$ cat config.mk
export PLATFORM = sky130hd
export DESIGN_NAME = satx_top
export DESIGN_NICKNAME = d
export VERILOG_FILES = /design/src/common/satx_pkg.sv /design/src/verilog/satx_top.sv /design/src/verilog/satx_buf.sv
export SDC_FILE = /design/constraint.sdc
export NUM_CORES = 1
export LEC_CHECK = 0
export BUFFER_PORTS_ARGS = -buffer_cell sky130_fd_sc_hd__clkbuf_2
export CAP_MARGIN = 25
export CORE_MARGIN = 4
export CORE_UTILIZATION = 45
export CTS_CLUSTER_DIAMETER = 40
export DETAILED_ROUTE_END_ITERATION = 10
export PLACE_DENSITY = 0.64
export SYNTH_ARGS = -nofsm -noshare
export SYNTH_HDL_FRONTEND = slang
export SYNTH_SLANG_ARGS = --single-unit
$ cat constraint.sdc
create_clock -name MCLK -period 3.8 [get_ports MCLK]
set_input_delay 0.95 -clock MCLK [delete_from_list [all_inputs] [get_ports MCLK]]
set_output_delay 0.95 -clock MCLK [all_outputs]
set_load 0.005 [all_outputs]
$ cat src/common/satx_pkg.sv
// shared constants for the serial audio transmit pin block
package satx_pkg;
  localparam int NUM_TX = 3;
  localparam int WORD_BITS = 24;
  localparam int MCLK_PERIOD_NS = 8;
  localparam int BCLK_PERIOD_NS = 80;
  localparam int BCLK_HALF = BCLK_PERIOD_NS / (2 * MCLK_PERIOD_NS);
  localparam logic SER_IDLE = 1'b1;
  localparam logic [WORD_BITS-1:0] WORD_RESET = 24'h000000;
  localparam int BUF_DEPTH = 2;
endpackage

$ cat src/verilog/satx_top.sv
// serial audio port transmit section: three data outputs, clock, word select
// Contract
// - a data line is high while its transmitter is off, in reset or stop.
// - three independent transmitters 0 to 2 each drive their own data line.
// - the bit clock pin is an output as master and an input as slave.
// - as master the bit clock is generated inside and shown on the pin.
// - the bit clock pin floats when all are off, in reset, or in stop.
// - the word select pin is an output as master and an input as slave.
// - word select frames each word and marks the left or right channel.
// - the word select pin floats when all are off, in reset, or in stop.
// - a floating pin has its input buffer cut off from the logic.
// - the transmit section has its own clock and word select lines.
module satx_top #(
  parameter int WORD_BITS = satx_pkg::WORD_BITS,
  parameter int HALF = satx_pkg::BCLK_HALF
) (
  // system clock, reset, enable
  input wire logic MCLK,
  input wire logic RST_N,
  input wire logic CE,
  // control levels
  input wire logic MASTER,
  input wire logic [2:0] TX_ENABLE,
  input wire logic SW_RESET,
  input wire logic STOP,
  // sample words in (left then right per transmitter)
  input wire logic WORD_VALID,
  output logic WORD_READY,
  input wire logic [3*WORD_BITS-1:0] WORD_DATA,
  input wire logic WORD_RIGHT,
  // link clock in slave mode
  input wire logic TX_BIT_CLOCK_IN,
  // pins
  output logic TX_BIT_CLOCK_OUT,
  output logic TX_BIT_CLOCK_OE,
  input wire logic TX_WORD_SELECT_IN,
  output logic TX_WORD_SELECT_OUT,
  output logic TX_WORD_SELECT_OE,
  output logic SER_OUT_A,
  output logic SER_OUT_B,
  output logic SER_OUT_C
);
  localparam int CW = $clog2(WORD_BITS + 1);
  localparam int DW = 3 * WORD_BITS;

  // reset release
  logic rst_s1, rst;
  always_ff @(posedge MCLK or negedge RST_N) begin
    if (!RST_N) begin
      rst_s1 <= 1'b0;
      rst <= 1'b0;
    end else begin
      rst_s1 <= 1'b1;
      rst <= rst_s1;
    end
  end

  wire any_en = |TX_ENABLE;
  // section inactive: all off, software reset or stop
  wire quiet = !any_en || SW_RESET || STOP;
  wire run = !quiet;
  wire master_run = run && MASTER;
  wire slave_run = run && !MASTER;

  // master clock generation on MCLK; the divider restarts at every start,
  // so the first half period on the pin is always full length
  logic [$clog2(HALF+1)-1:0] div;
  logic [$clog2(HALF+1)-1:0] next_div;
  logic gen_clk, gen_fall;
  wire div_end = (div == ($clog2(HALF+1))'(HALF - 1));
  wire gen_flip = master_run && div_end;
  assign next_div = (!master_run || div_end) ? '0 : div + 1'h1;
  wire next_gen_clk = master_run && (gen_clk ^ div_end);
  // one-tick pulse on the same edge that the generated clock falls, a tick before the pin falls
  wire next_gen_fall = gen_flip && gen_clk;
  always_ff @(posedge MCLK or negedge rst) begin
    if (!rst) begin
      div <= '0;
    end else if (CE) begin
      div <= next_div;
    end
  end

  always_ff @(posedge MCLK or negedge rst) begin
    if (!rst) begin
      gen_clk <= 1'h0;
    end else if (CE) begin
      gen_clk <= next_gen_clk;
    end
  end

  always_ff @(posedge MCLK or negedge rst) begin
    if (!rst) begin
      gen_fall <= 1'h0;
    end else if (CE) begin
      gen_fall <= next_gen_fall;
    end
  end

  // slave pins: gated when floating so no pull-up is needed
  wire sck_gated = TX_BIT_CLOCK_IN & slave_run;
  wire ws_gated = TX_WORD_SELECT_IN & slave_run;
  // two flops per pin against metastability; a third only finds the edge
  logic sck_s1, sck_s2, sck_s3, ws_s1, ws_s2;
  always_ff @(posedge MCLK or negedge rst) begin
    if (!rst) begin
      sck_s1 <= 1'h0;
      sck_s2 <= 1'h0;
      sck_s3 <= 1'h0;
    end else if (CE) begin
      sck_s1 <= sck_gated;
      sck_s2 <= sck_s1;
      sck_s3 <= sck_s2;
    end
  end

  always_ff @(posedge MCLK or negedge rst) begin
    if (!rst) begin
      ws_s1 <= 1'h0;
      ws_s2 <= 1'h0;
    end else if (CE) begin
      ws_s1 <= ws_gated;
      ws_s2 <= ws_s1;
    end
  end
  // external clock shifts data on its falling edge
  wire ext_fall = sck_s3 && !sck_s2;
  wire shift_tick = MASTER ? gen_fall : ext_fall;

  // sample buffer; the ready pin must come from a flop, so the fill level
  // is mirrored here and the pin says whether the next edge may take a word
  localparam int OW = $clog2(satx_pkg::BUF_DEPTH) + 1;
  logic buf_valid, buf_take, buf_room;
  logic [DW:0] buf_data;
  logic [OW-1:0] occ;
  wire word_in = CE && WORD_VALID && WORD_READY && buf_room;
  wire word_out = CE && buf_take && buf_valid;
  wire [OW-1:0] next_occ = occ + OW'(word_in) - OW'(word_out);
  wire next_ready = (next_occ != OW'(satx_pkg::BUF_DEPTH));
  satx_buf #(.WIDTH(DW + 1), .DEPTH(satx_pkg::BUF_DEPTH)) u_buf (
    .clk(MCLK),
    .rst_n(rst),
    .ce(CE),
    .in_valid(WORD_VALID && WORD_READY),
    .in_ready(buf_room),
    .in_data({WORD_RIGHT, WORD_DATA}),
    .out_valid(buf_valid),
    .out_ready(buf_take),
    .out_data(buf_data)
  );
  always_ff @(posedge MCLK or negedge rst) begin
    if (!rst) begin
      occ <= '0;
      WORD_READY <= 1'h0;
    end else if (CE) begin
      occ <= next_occ;
      WORD_READY <= next_ready;
    end
  end

  // frame state
  typedef enum logic [1:0] {ST_IDLE, ST_LEFT, ST_RIGHT} satx_state_e;
  satx_state_e state, next_state;
  logic [CW-1:0] bitcnt, next_bitcnt;
  logic [DW-1:0] shreg, next_shreg;
  logic ws_int, next_ws_int, ws_prev;
  wire word_end = (bitcnt == CW'(WORD_BITS - 1));
  // slave: new word starts on word-select edge
  wire slave_start = !MASTER && shift_tick && (ws_s2 != ws_prev);
  wire master_start = MASTER && shift_tick && (state == ST_IDLE || word_end);
  wire load = run && (slave_start || master_start);
  assign buf_take = load;
  // underrun sends idle-high data rather than a stale word
  wire [DW-1:0] fresh = buf_valid ? buf_data[DW-1:0] : '1;

  always_comb begin
    next_state = state;
    case (state)
      ST_IDLE: if (load) next_state = ST_LEFT;
      ST_LEFT: if (load) next_state = ST_RIGHT;
      ST_RIGHT: if (load) next_state = ST_LEFT;
      default: next_state = ST_IDLE;
    endcase
    if (quiet) next_state = ST_IDLE;
  end

  // a stop or reset drops any half-sent word
  always_comb begin
    next_bitcnt = bitcnt;
    next_shreg = shreg;
    next_ws_int = ws_int;
    if (quiet) begin
      next_bitcnt = '0;
      next_shreg = '1;
      next_ws_int = 1'h0;
    end else if (load) begin
      next_bitcnt = '0;
      next_shreg = fresh;
      // word select toggles with the word, on the same bit clock
      next_ws_int = MASTER ? (next_state == ST_RIGHT) : ws_s2;
    end else if (shift_tick) begin
      next_bitcnt = bitcnt + 1'h1;
      next_shreg = {shreg[DW-2:0], 1'h1};
    end
  end

  always_ff @(posedge MCLK or negedge rst) begin
    if (!rst) begin
      state <= ST_IDLE;
    end else if (CE) begin
      state <= next_state;
    end
  end

  always_ff @(posedge MCLK or negedge rst) begin
    if (!rst) begin
      bitcnt <= '0;
    end else if (CE) begin
      bitcnt <= next_bitcnt;
    end
  end

  always_ff @(posedge MCLK or negedge rst) begin
    if (!rst) begin
      shreg <= '1;
    end else if (CE) begin
      shreg <= next_shreg;
    end
  end

  always_ff @(posedge MCLK or negedge rst) begin
    if (!rst) begin
      ws_int <= 1'h0;
    end else if (CE) begin
      ws_int <= next_ws_int;
    end
  end

  always_ff @(posedge MCLK or negedge rst) begin
    if (!rst) begin
      ws_prev <= 1'h0;
    end else if (CE && shift_tick) begin
      ws_prev <= ws_s2;
    end
  end

  // msb of each transmitter's field goes out
  function automatic logic lane_bit(input logic [DW-1:0] s, input int i);
    lane_bit = s[(i + 1) * WORD_BITS - 1];
  endfunction

  // lane selection: each lane idles high unless its own transmitter runs
  wire a_on = run && TX_ENABLE[0];
  wire b_on = run && TX_ENABLE[1];
  wire c_on = run && TX_ENABLE[2];
  wire next_ser_a = a_on ? lane_bit(shreg, 0) : satx_pkg::SER_IDLE;
  wire next_ser_b = b_on ? lane_bit(shreg, 1) : satx_pkg::SER_IDLE;
  wire next_ser_c = c_on ? lane_bit(shreg, 2) : satx_pkg::SER_IDLE;

  // registered pins; enables follow the section state, never the pin
  always_ff @(posedge MCLK or negedge rst) begin
    if (!rst) begin
      TX_BIT_CLOCK_OUT <= 1'h0;
      TX_BIT_CLOCK_OE <= 1'h0;
    end else if (CE) begin
      TX_BIT_CLOCK_OUT <= gen_clk;
      TX_BIT_CLOCK_OE <= master_run;
    end
  end

  always_ff @(posedge MCLK or negedge rst) begin
    if (!rst) begin
      TX_WORD_SELECT_OUT <= 1'h0;
      TX_WORD_SELECT_OE <= 1'h0;
    end else if (CE) begin
      TX_WORD_SELECT_OUT <= ws_int;
      TX_WORD_SELECT_OE <= master_run;
    end
  end

  always_ff @(posedge MCLK or negedge rst) begin
    if (!rst) begin
      SER_OUT_A <= satx_pkg::SER_IDLE;
    end else if (CE) begin
      SER_OUT_A <= next_ser_a;
    end
  end

  always_ff @(posedge MCLK or negedge rst) begin
    if (!rst) begin
      SER_OUT_B <= satx_pkg::SER_IDLE;
    end else if (CE) begin
      SER_OUT_B <= next_ser_b;
    end
  end

  always_ff @(posedge MCLK or negedge rst) begin
    if (!rst) begin
      SER_OUT_C <= satx_pkg::SER_IDLE;
    end else if (CE) begin
      SER_OUT_C <= next_ser_c;
    end
  end
endmodule

$ cat src/verilog/satx_buf.sv
// two-entry valid/ready buffer for sample words
module satx_buf #(
  parameter int WIDTH = 72,
  parameter int DEPTH = 2
) (
  // clock and reset
  input wire logic clk,
  input wire logic rst_n,
  input wire logic ce,
  // fill side
  input wire logic in_valid,
  output logic in_ready,
  input wire logic [WIDTH-1:0] in_data,
  // drain side
  output logic out_valid,
  input wire logic out_ready,
  output logic [WIDTH-1:0] out_data
);
  logic [WIDTH-1:0] mem [DEPTH];
  logic [$clog2(DEPTH):0] count;
  logic [$clog2(DEPTH)-1:0] wr_ptr;
  logic [$clog2(DEPTH)-1:0] rd_ptr;
  wire do_wr = ce && in_valid && in_ready;
  wire do_rd = ce && out_valid && out_ready;
  assign in_ready = (count != DEPTH[$clog2(DEPTH):0]);
  assign out_valid = (count != '0);
  assign out_data = mem[rd_ptr];
  always_ff @(posedge clk or negedge rst_n) begin
    if (!rst_n) begin
      count <= '0;
      wr_ptr <= '0;
      rd_ptr <= '0;
    end else begin
      if (do_wr) wr_ptr <= wr_ptr + 1'b1;
      if (do_rd) rd_ptr <= rd_ptr + 1'b1;
      if (do_wr && !do_rd) count <= count + 1'b1;
      else if (do_rd && !do_wr) count <= count - 1'b1;
    end
  end
  always_ff @(posedge clk) begin
    if (do_wr) mem[wr_ptr] <= in_data;
  end
endmodule

### After elaboration in Yosys (flattened, before gate mapping)

Memory sizes are Yosys's and may differ from the RTL's.
Cells that the tools add are included.

* memories: 1
* output and inout port bits: 8
* input bits: 85
* bits in registers: 106
* word-level logic and storage cells: 117
* RAM bits: 146

Memories
* u_buf.mem: depth 2, bits a word 73, read ports 1, clocked after memory_dff 0, wr ports 1, RTL line satx_buf.sv:19 `logic [WIDTH-1:0] mem [DEPTH];`

* muxes and demuxes: 23
* eq/ne operators: 8
* add/sub/neg operators: 8
* reductions and logical operators: 48
* bitwise operators: 3

Operator list (number)
* 72-bit two-way mux: 4
* 1-bit logical AND: 27
* 5-bit two-way mux: 3
* 2-bit two-way mux: 5
* 1-bit two-way mux: 9
* 1-bit logical NOT: 7
* 2-bit nonzero test: 3
* 5-bit by 1-bit adder with 5-bit output (second input constant): 1
* 5-bit equality test (second input constant): 1
* 1-bit logical OR: 5
* 2-bit equality test (second input constant): 2
* 2-bit inequality test (second input constant): 2
* 2-bit case mux with 2 select lines: 1
* 2-bit AND reduction: 2
* 3-bit by 1-bit adder with 3-bit output (second input constant): 1
* 3-bit equality test (second input constant): 1
* 3-bit two-way mux: 1
* 3-bit nonzero test: 1
* 3-bit OR reduction: 1
* 1-bit adder (second input constant): 2
* 2-bit by 1-bit adder with 2-bit output: 1
* 2-bit by 1-bit adder with 2-bit output (second input constant): 1
* 1-bit bitwise AND: 2
* 2-bit by 1-bit equality test with 1-bit output (second input constant): 1
* other kinds (6): 6

### Longest topological paths before layout

* word-level depth: 14
* mapped depth: 13
* mapped depth without buffers: 13

### Hierarchy

Synthesis repeated with hierarchy kept, for this count alone.

* cells, all modules: 811
* area total of the unflattened synthesis: 11469.8 sq um

Modules (own cells, without submodules)
* satx_top: area an instance 5746.8 sq um, cells an instance 567, instances 1, sequential area each 2646.3 sq um
* satx_buf: area an instance 5723.0 sq um, cells an instance 244, instances 1, sequential area each 4484.3 sq um

### Worst setup path after synthesis

No wires, ideal clock.

* kind: input port to flip-flop
* from: in CE
* to: mem u_buf.mem[0][0] (netlist bit), enable pin
* arrival time: 4209 ps
* buffers on the path: 0
* required time: 3297 ps
* setup time: 503 ps
* cell stages on the path: 2
* setup slack: -912 ps
* cells stage by stage: o2111ai_1 -> nor2_1

* longest elaborated chain between the ends: 4

RTL lines
* from (decl): RTL line satx_top.sv:20 `input wire logic CE,`
* 1-bit logical AND (2 in series): RTL line satx_buf.sv:23 `wire do_wr = ce && in_valid && in_ready;`
* 1-bit two-way mux: RTL line satx_buf.sv:41 `if (do_wr) mem[wr_ptr] <= in_data;`
* 1-bit two-way mux (implied by the code): RTL line satx_buf.sv:41
* to (decl): RTL line satx_buf.sv:19

Every way passes these cells.

### Final worst setup path

* from: in MASTER
* to: reg WORD_READY

* longest elaborated chain between the ends: 9
* elaborated cells on any way between the ends: 12
* those cells by class: add/sub: 1; eq/ne: 1; mux: 1; reduce/logical: 9

RTL lines
* from (decl): RTL line satx_top.sv:22 `input wire logic MASTER,`
* 1-bit two-way mux / 1-bit logical NOT (equally long branches): RTL line satx_top.sv:128, satx_top.sv:169
* 1-bit logical AND (on tied branches) (2 in series): RTL line satx_top.sv:169, satx_top.sv:170
* 1-bit logical OR (*): RTL line satx_top.sv:171 `wire load = run && (slave_start || master_start);`
* 1-bit logical AND (*): RTL line satx_top.sv:171
* 1-bit logical AND (*) (2 in series): RTL line satx_top.sv:137 `wire word_out = CE && buf_take && buf_valid;`
* 2-bit by 1-bit subtractor with 2-bit output (*): RTL line satx_top.sv:138 `wire [OW-1:0] next_occ = occ + OW'(word_in) - OW'(word_out);`
* 2-bit inequality test (*): RTL line satx_top.sv:139 `wire next_ready = (next_occ != OW'(satx_pkg::BUF_DEPTH));`
* to (signal assigned): RTL line satx_top.sv:157 `WORD_READY <= next_ready;`
* to (decl): RTL line satx_top.sv:28 `output logic WORD_READY,`

Mark *: on every way between the ends. The rest lies on a longest branch, timed or not.
A chain may end at the register's enable or synchronous reset.

==> summary by stage <==
Logic synthesis
Of the total synthesized cell area, the portion taken by AND, OR, NAND and NOR gates is 0.05125. The most repeated cell in the gate-level netlist after synthesis is edfxtp_1. The cell accounting for the most synthesized area is edfxtp_1.

The complex-gate fraction of the synthesized area was 0.1242. The multiplexer area fraction after synthesis is 0.07818. Sorting the synthesized cells by how often they occur yields edfxtp_1 (144), nand2_1 (84), dfstp_2 (75), mux2i_1 (72), o2bb2ai_1 (71). The synthesized design contains 250 register bits.

When the netlist entered floorplanning its net count stood at 797. The synthesized netlist occupies a cell area of 0.01008 sq mm. The proportion of register bits with asynchronous set or reset after synthesis is 0.4240. The warning count from the yosys run is 0. Of the total synthesized cell area, the portion taken by full adders, half adders and majority gates is 0.007446. The fraction of the yosys area taken by sequential cells is 0.7013. Of the total synthesized cell area, the portion taken by XOR and XNOR cells is 0.007818. The dominant combinational cell family by area after synthesis is compound AO/OA/AOI/OAI gates. The number of different library cells used by synthesis comes to approximately 50.

The share of synthesized area in the top cell type comes to 0.4289. Counting flops with a built-in enable in the synthesized netlist gives 144. The most instantiated flip-flop cell in the synthesis netlist is edfxtp_1.

By area the synthesized netlist is led by edfxtp_1 (43%), dfstp_2 (20%), dfrtp_1 (7.7%), mux2i_1 (7.1%), o2bb2ai_1 (6.2%). Each instance of the synthesized netlist takes up on average 14.28 sq um. Synthesis produced a netlist whose cell count is between 700 and 800.

Place
The half-perimeter wire length of the detailed placement result is between 10 and 15 mm. The cell area after placement is approximately 0.011 sq mm. The count of input and output buffers is 91. At the end of routability-driven placement, the weighted congestion stood at just over 0.7.

Routing
The count of routing violations after the opening detailed-route iteration is 308. The average via count per standard cell is 5.302. For this run, design rule violations remaining after detail routing come to 0. The average wire length per cell after detail routing is 17.22 um. The routed design has around 19 mm of wire.

The via count is 5896. The first detailed-routing pass ran for 7 iterations. The count of nets left with antenna violations once routing finished came out at 0.

Final layout
The filler cells instantiated in the layout total between 1500 and 2000. The area growth from synthesis to layout is 19.73%. The register area is roughly 0.007 sq mm. The number of antenna diodes in the final layout is 0. The fraction of final layout cells with drive strength greater than 1 is 0.3029. For this run, the post-layout net count is about 900. The final instance area is 0.01207 sq mm. In the final layout, the multi-input gates occupy between 0.002 and 0.003 sq mm.

Worst setup path
Grouping stages by cell kind, the critical path spends the most delay in simple AND/OR/NAND/NOR gates. By startpoint and endpoint, the worst setup path is classified as in -> reg. The highest-delay cell along the critical path is or3b_4. Data on the critical path is required at its endpoint by roughly 4.2 ns. The number of buffers and inverters on the critical path is 3. STA classifies the critical path startpoint as a primary input. The signal on the critical path passes through clkbuf_2 -> or3b_4 -> o21a_1 -> nor4_4 -> nand2_2 -> inv_1 -> ha_1 -> inv_1 -> ha_1 -> xor2_1 -> xnor2_1 -> nor2_1 -> a21oi_1. STA puts the critical path data arrival time at ~3.3 ns. The highest cell delay on the worst timing path is 0.40 ns. The sort of element at the end of the critical path is a flop.

Of all nets on the critical path, the largest fanout is 7.

STA
Setup total negative slack on the finished layout was measured at 0 ns. Setup violations remaining at the end of the flow were counted as 0. In this run the tightest slew margin relative to its limit is 0.4203.

Setup repair after global routing left no endpoint under its margin. Static timing analysis puts the maximum clock frequency at between 0.3 and 0.4 GHz. In the finished design, the share of the clock period the worst path needs comes to 0.7432. The slew at the pin closest to its max-slew limit is approximately 0.87 ns. The setup skew after layout is approximately 0.014 ns.

The hold violation count in the final report is 0. The routed design could run at a clock period as short as ~2.8 ns. The max-slew violation total from the final report is 0.

GRT
The total track usage is 0.1561. The first global-routing pass estimated 31.07 mm of wire. The initial antenna violation count is 0. The global route total overflow is 0. The pin count of the biggest net entering global routing is 149. The via count of the first global-routing pass is a little over 6000.

Floorplan
The die covers 0.02486 sq mm. After floorplanning, the core was sized to cover roughly 0.022 sq mm. For this configuration, the core starts out at a cell density of 0.4591. The number of rows in the core area is 54. The die boundary width is approximately 160 um. In this run the vertical extent of the chip is approximately 160 um.

During I/O placement, the number of pins put on the boundary was 93.

Run status
The run finished with clean final reports.

Clock network
After clock tree synthesis, the clock-pin slew on the worst setup and hold paths is 0.05 ns. The clock passes through at most 3 buffers. In this run, post-CTS hold repair placed 0 buffers. The root buffer cell chosen for the clock tree is clkbuf_16.

The quantity of gates resized following cts is 0. The H-tree generated during clock tree synthesis spans 2 levels. TritonCTS built the clock tree. The number of buffers added by the clock tree synthesis step is 37. The clock drives 250 sinks. The source-to-sink clock delay at the later pin of the worst-skew pair is around 0.51 ns.

In this run the post-CTS setup repair buffer count came out at 0.

Power and ir drop
Dividing total power by cell area gives a power density of 616.9 mW/mm^2. Summed over all cells, the static leakage comes to approximately 4.4 nW. The peak supply drop is approximately 0.00037 V.

Job
The max-capacitance violation count is 0.

Hold path
The class of the most critical hold timing path is in -> async.
[state kept, by name (all words and copies together), names as in the netlist, 2 cells and up]
name	cells
state	2
u_buf.count	2
div	3
u_buf.mem	144
bitcnt	5
occ	2
shreg	72
[final timing paths]
kind,from,end,slack (ns),cells after the start
worst max-delay path,MASTER,WORD_READY,0.98,13
worst min-delay path,RST_N,rst,0.22,1
worst max register to register,sck_s2,WORD_READY,1.17,12
worst min register to register,rst,shreg[12],0.31,0
max in group asynchronous,rst,shreg[4],2.67,2
min in group MCLK,rst_s1,rst,0.35,0
[logic make-up (layout without fill, tap and decap cells)]
| family | after synthesis | count (layout) |
|---|---|---|
| compound gates | 183 | 183 |
| xor+xnor | 9 | 9 |
| fa+ha+maj | 6 | 6 |
| buf+inv | 61 | 187 |
| flops | 250 | 250 |
| mux | 78 | 78 |
| other cells | 1 | 1 |
| simple gates | 118 | 118 |
[cell usage in the layout, fill, tap and decap left out, drive strengths merged, types with 2 or more instances in the layout]
master | Yosys | layout
a21oi | 6 | 6
a22o | 2 | 2
a41oi | 3 | 3
and2 | 3 | 3
buf | 23 | 12
bufinv | 0 | 4
clkbuf | 21 | 139
clkinv | 0 | 8
clkinvlp | 0 | 2
dfrtp | 31 | 31
dfstp | 75 | 75
edfxtp | 144 | 144
ha | 6 | 6
inv | 17 | 22
mux2 | 6 | 6
mux2i | 72 | 72
nand2 | 85 | 85
nand2b | 2 | 2
nand3 | 7 | 7
nand4 | 4 | 4
nor2 | 10 | 10
nor4 | 2 | 2
o211a | 2 | 2
o21ai | 87 | 87
o2bb2ai | 71 | 71
xnor2 | 7 | 7
xor2 | 2 | 2
[per-layer routing]
metal	share of wire	GRT usage	vias to the layer above
met5	0	0	-
li1	-	-	2838
met4	0.017	0.04670	0
met2	0.51	0.2736	126
met1	0.42	0.1938	2902
met3	0.049	0.03554	30
[worst register-to-register path: stages (launching register included)]
cell and delay (ns):
dfrtp_1 0.39, or3b_4 0.41, o21a_1 0.28, nor4_4 0.27, nand2_2 0.12, inv_1 0.09, ha_1 0.22, inv_1 0.06
ha_1 0.15, xor2_1 0.21, xnor2_1 0.14, nor2_1 0.06, a21oi_1 0.14
[stage by stage]
step	total power [mW]	utilization	hold slack [ns]	worst slack (ns)	instances
4_1_cts	7.546	0.5485	0.1987	0.9621	1111
2_1_floorplan	3.919	-	0.3312	0.2890	706
3_3_place_gp	4.121	0.4925	0.3393	0.4954	1044
6_report	7.447	0.5497	0.2209	0.9758	1112
3_5_place_dp	4.168	0.4925	0.3420	0.4676	1044
5_1_grt	7.764	0.5497	0.2034	0.7806	1112
[report_power, final]
| part | internal, mW | total (mW) | leakage [nW] | switching (mW) |
|---|---|---|---|---|
| clock | 2.13 | 3.34 | 0.595 | 1.21 |
| combinational | 0.244 | 0.634 | 1.35 | 0.390 |
| sequential | 3.32 | 3.48 | 2.50 | 0.154 |
| total | 5.69 | 7.45 | 4.45 | 1.75 |
[layout make-up]
class                   instances  share of cell area
clock buffers                  48             0.08178
flip-flops and latches        250              0.5863
inverters                      17            0.005286
well taps                     280             0.02902
clock inverters                19             0.02000
multi-input cells             395              0.2276
repair buffers                103             0.04996
Power figures use the tool's default switching activity.
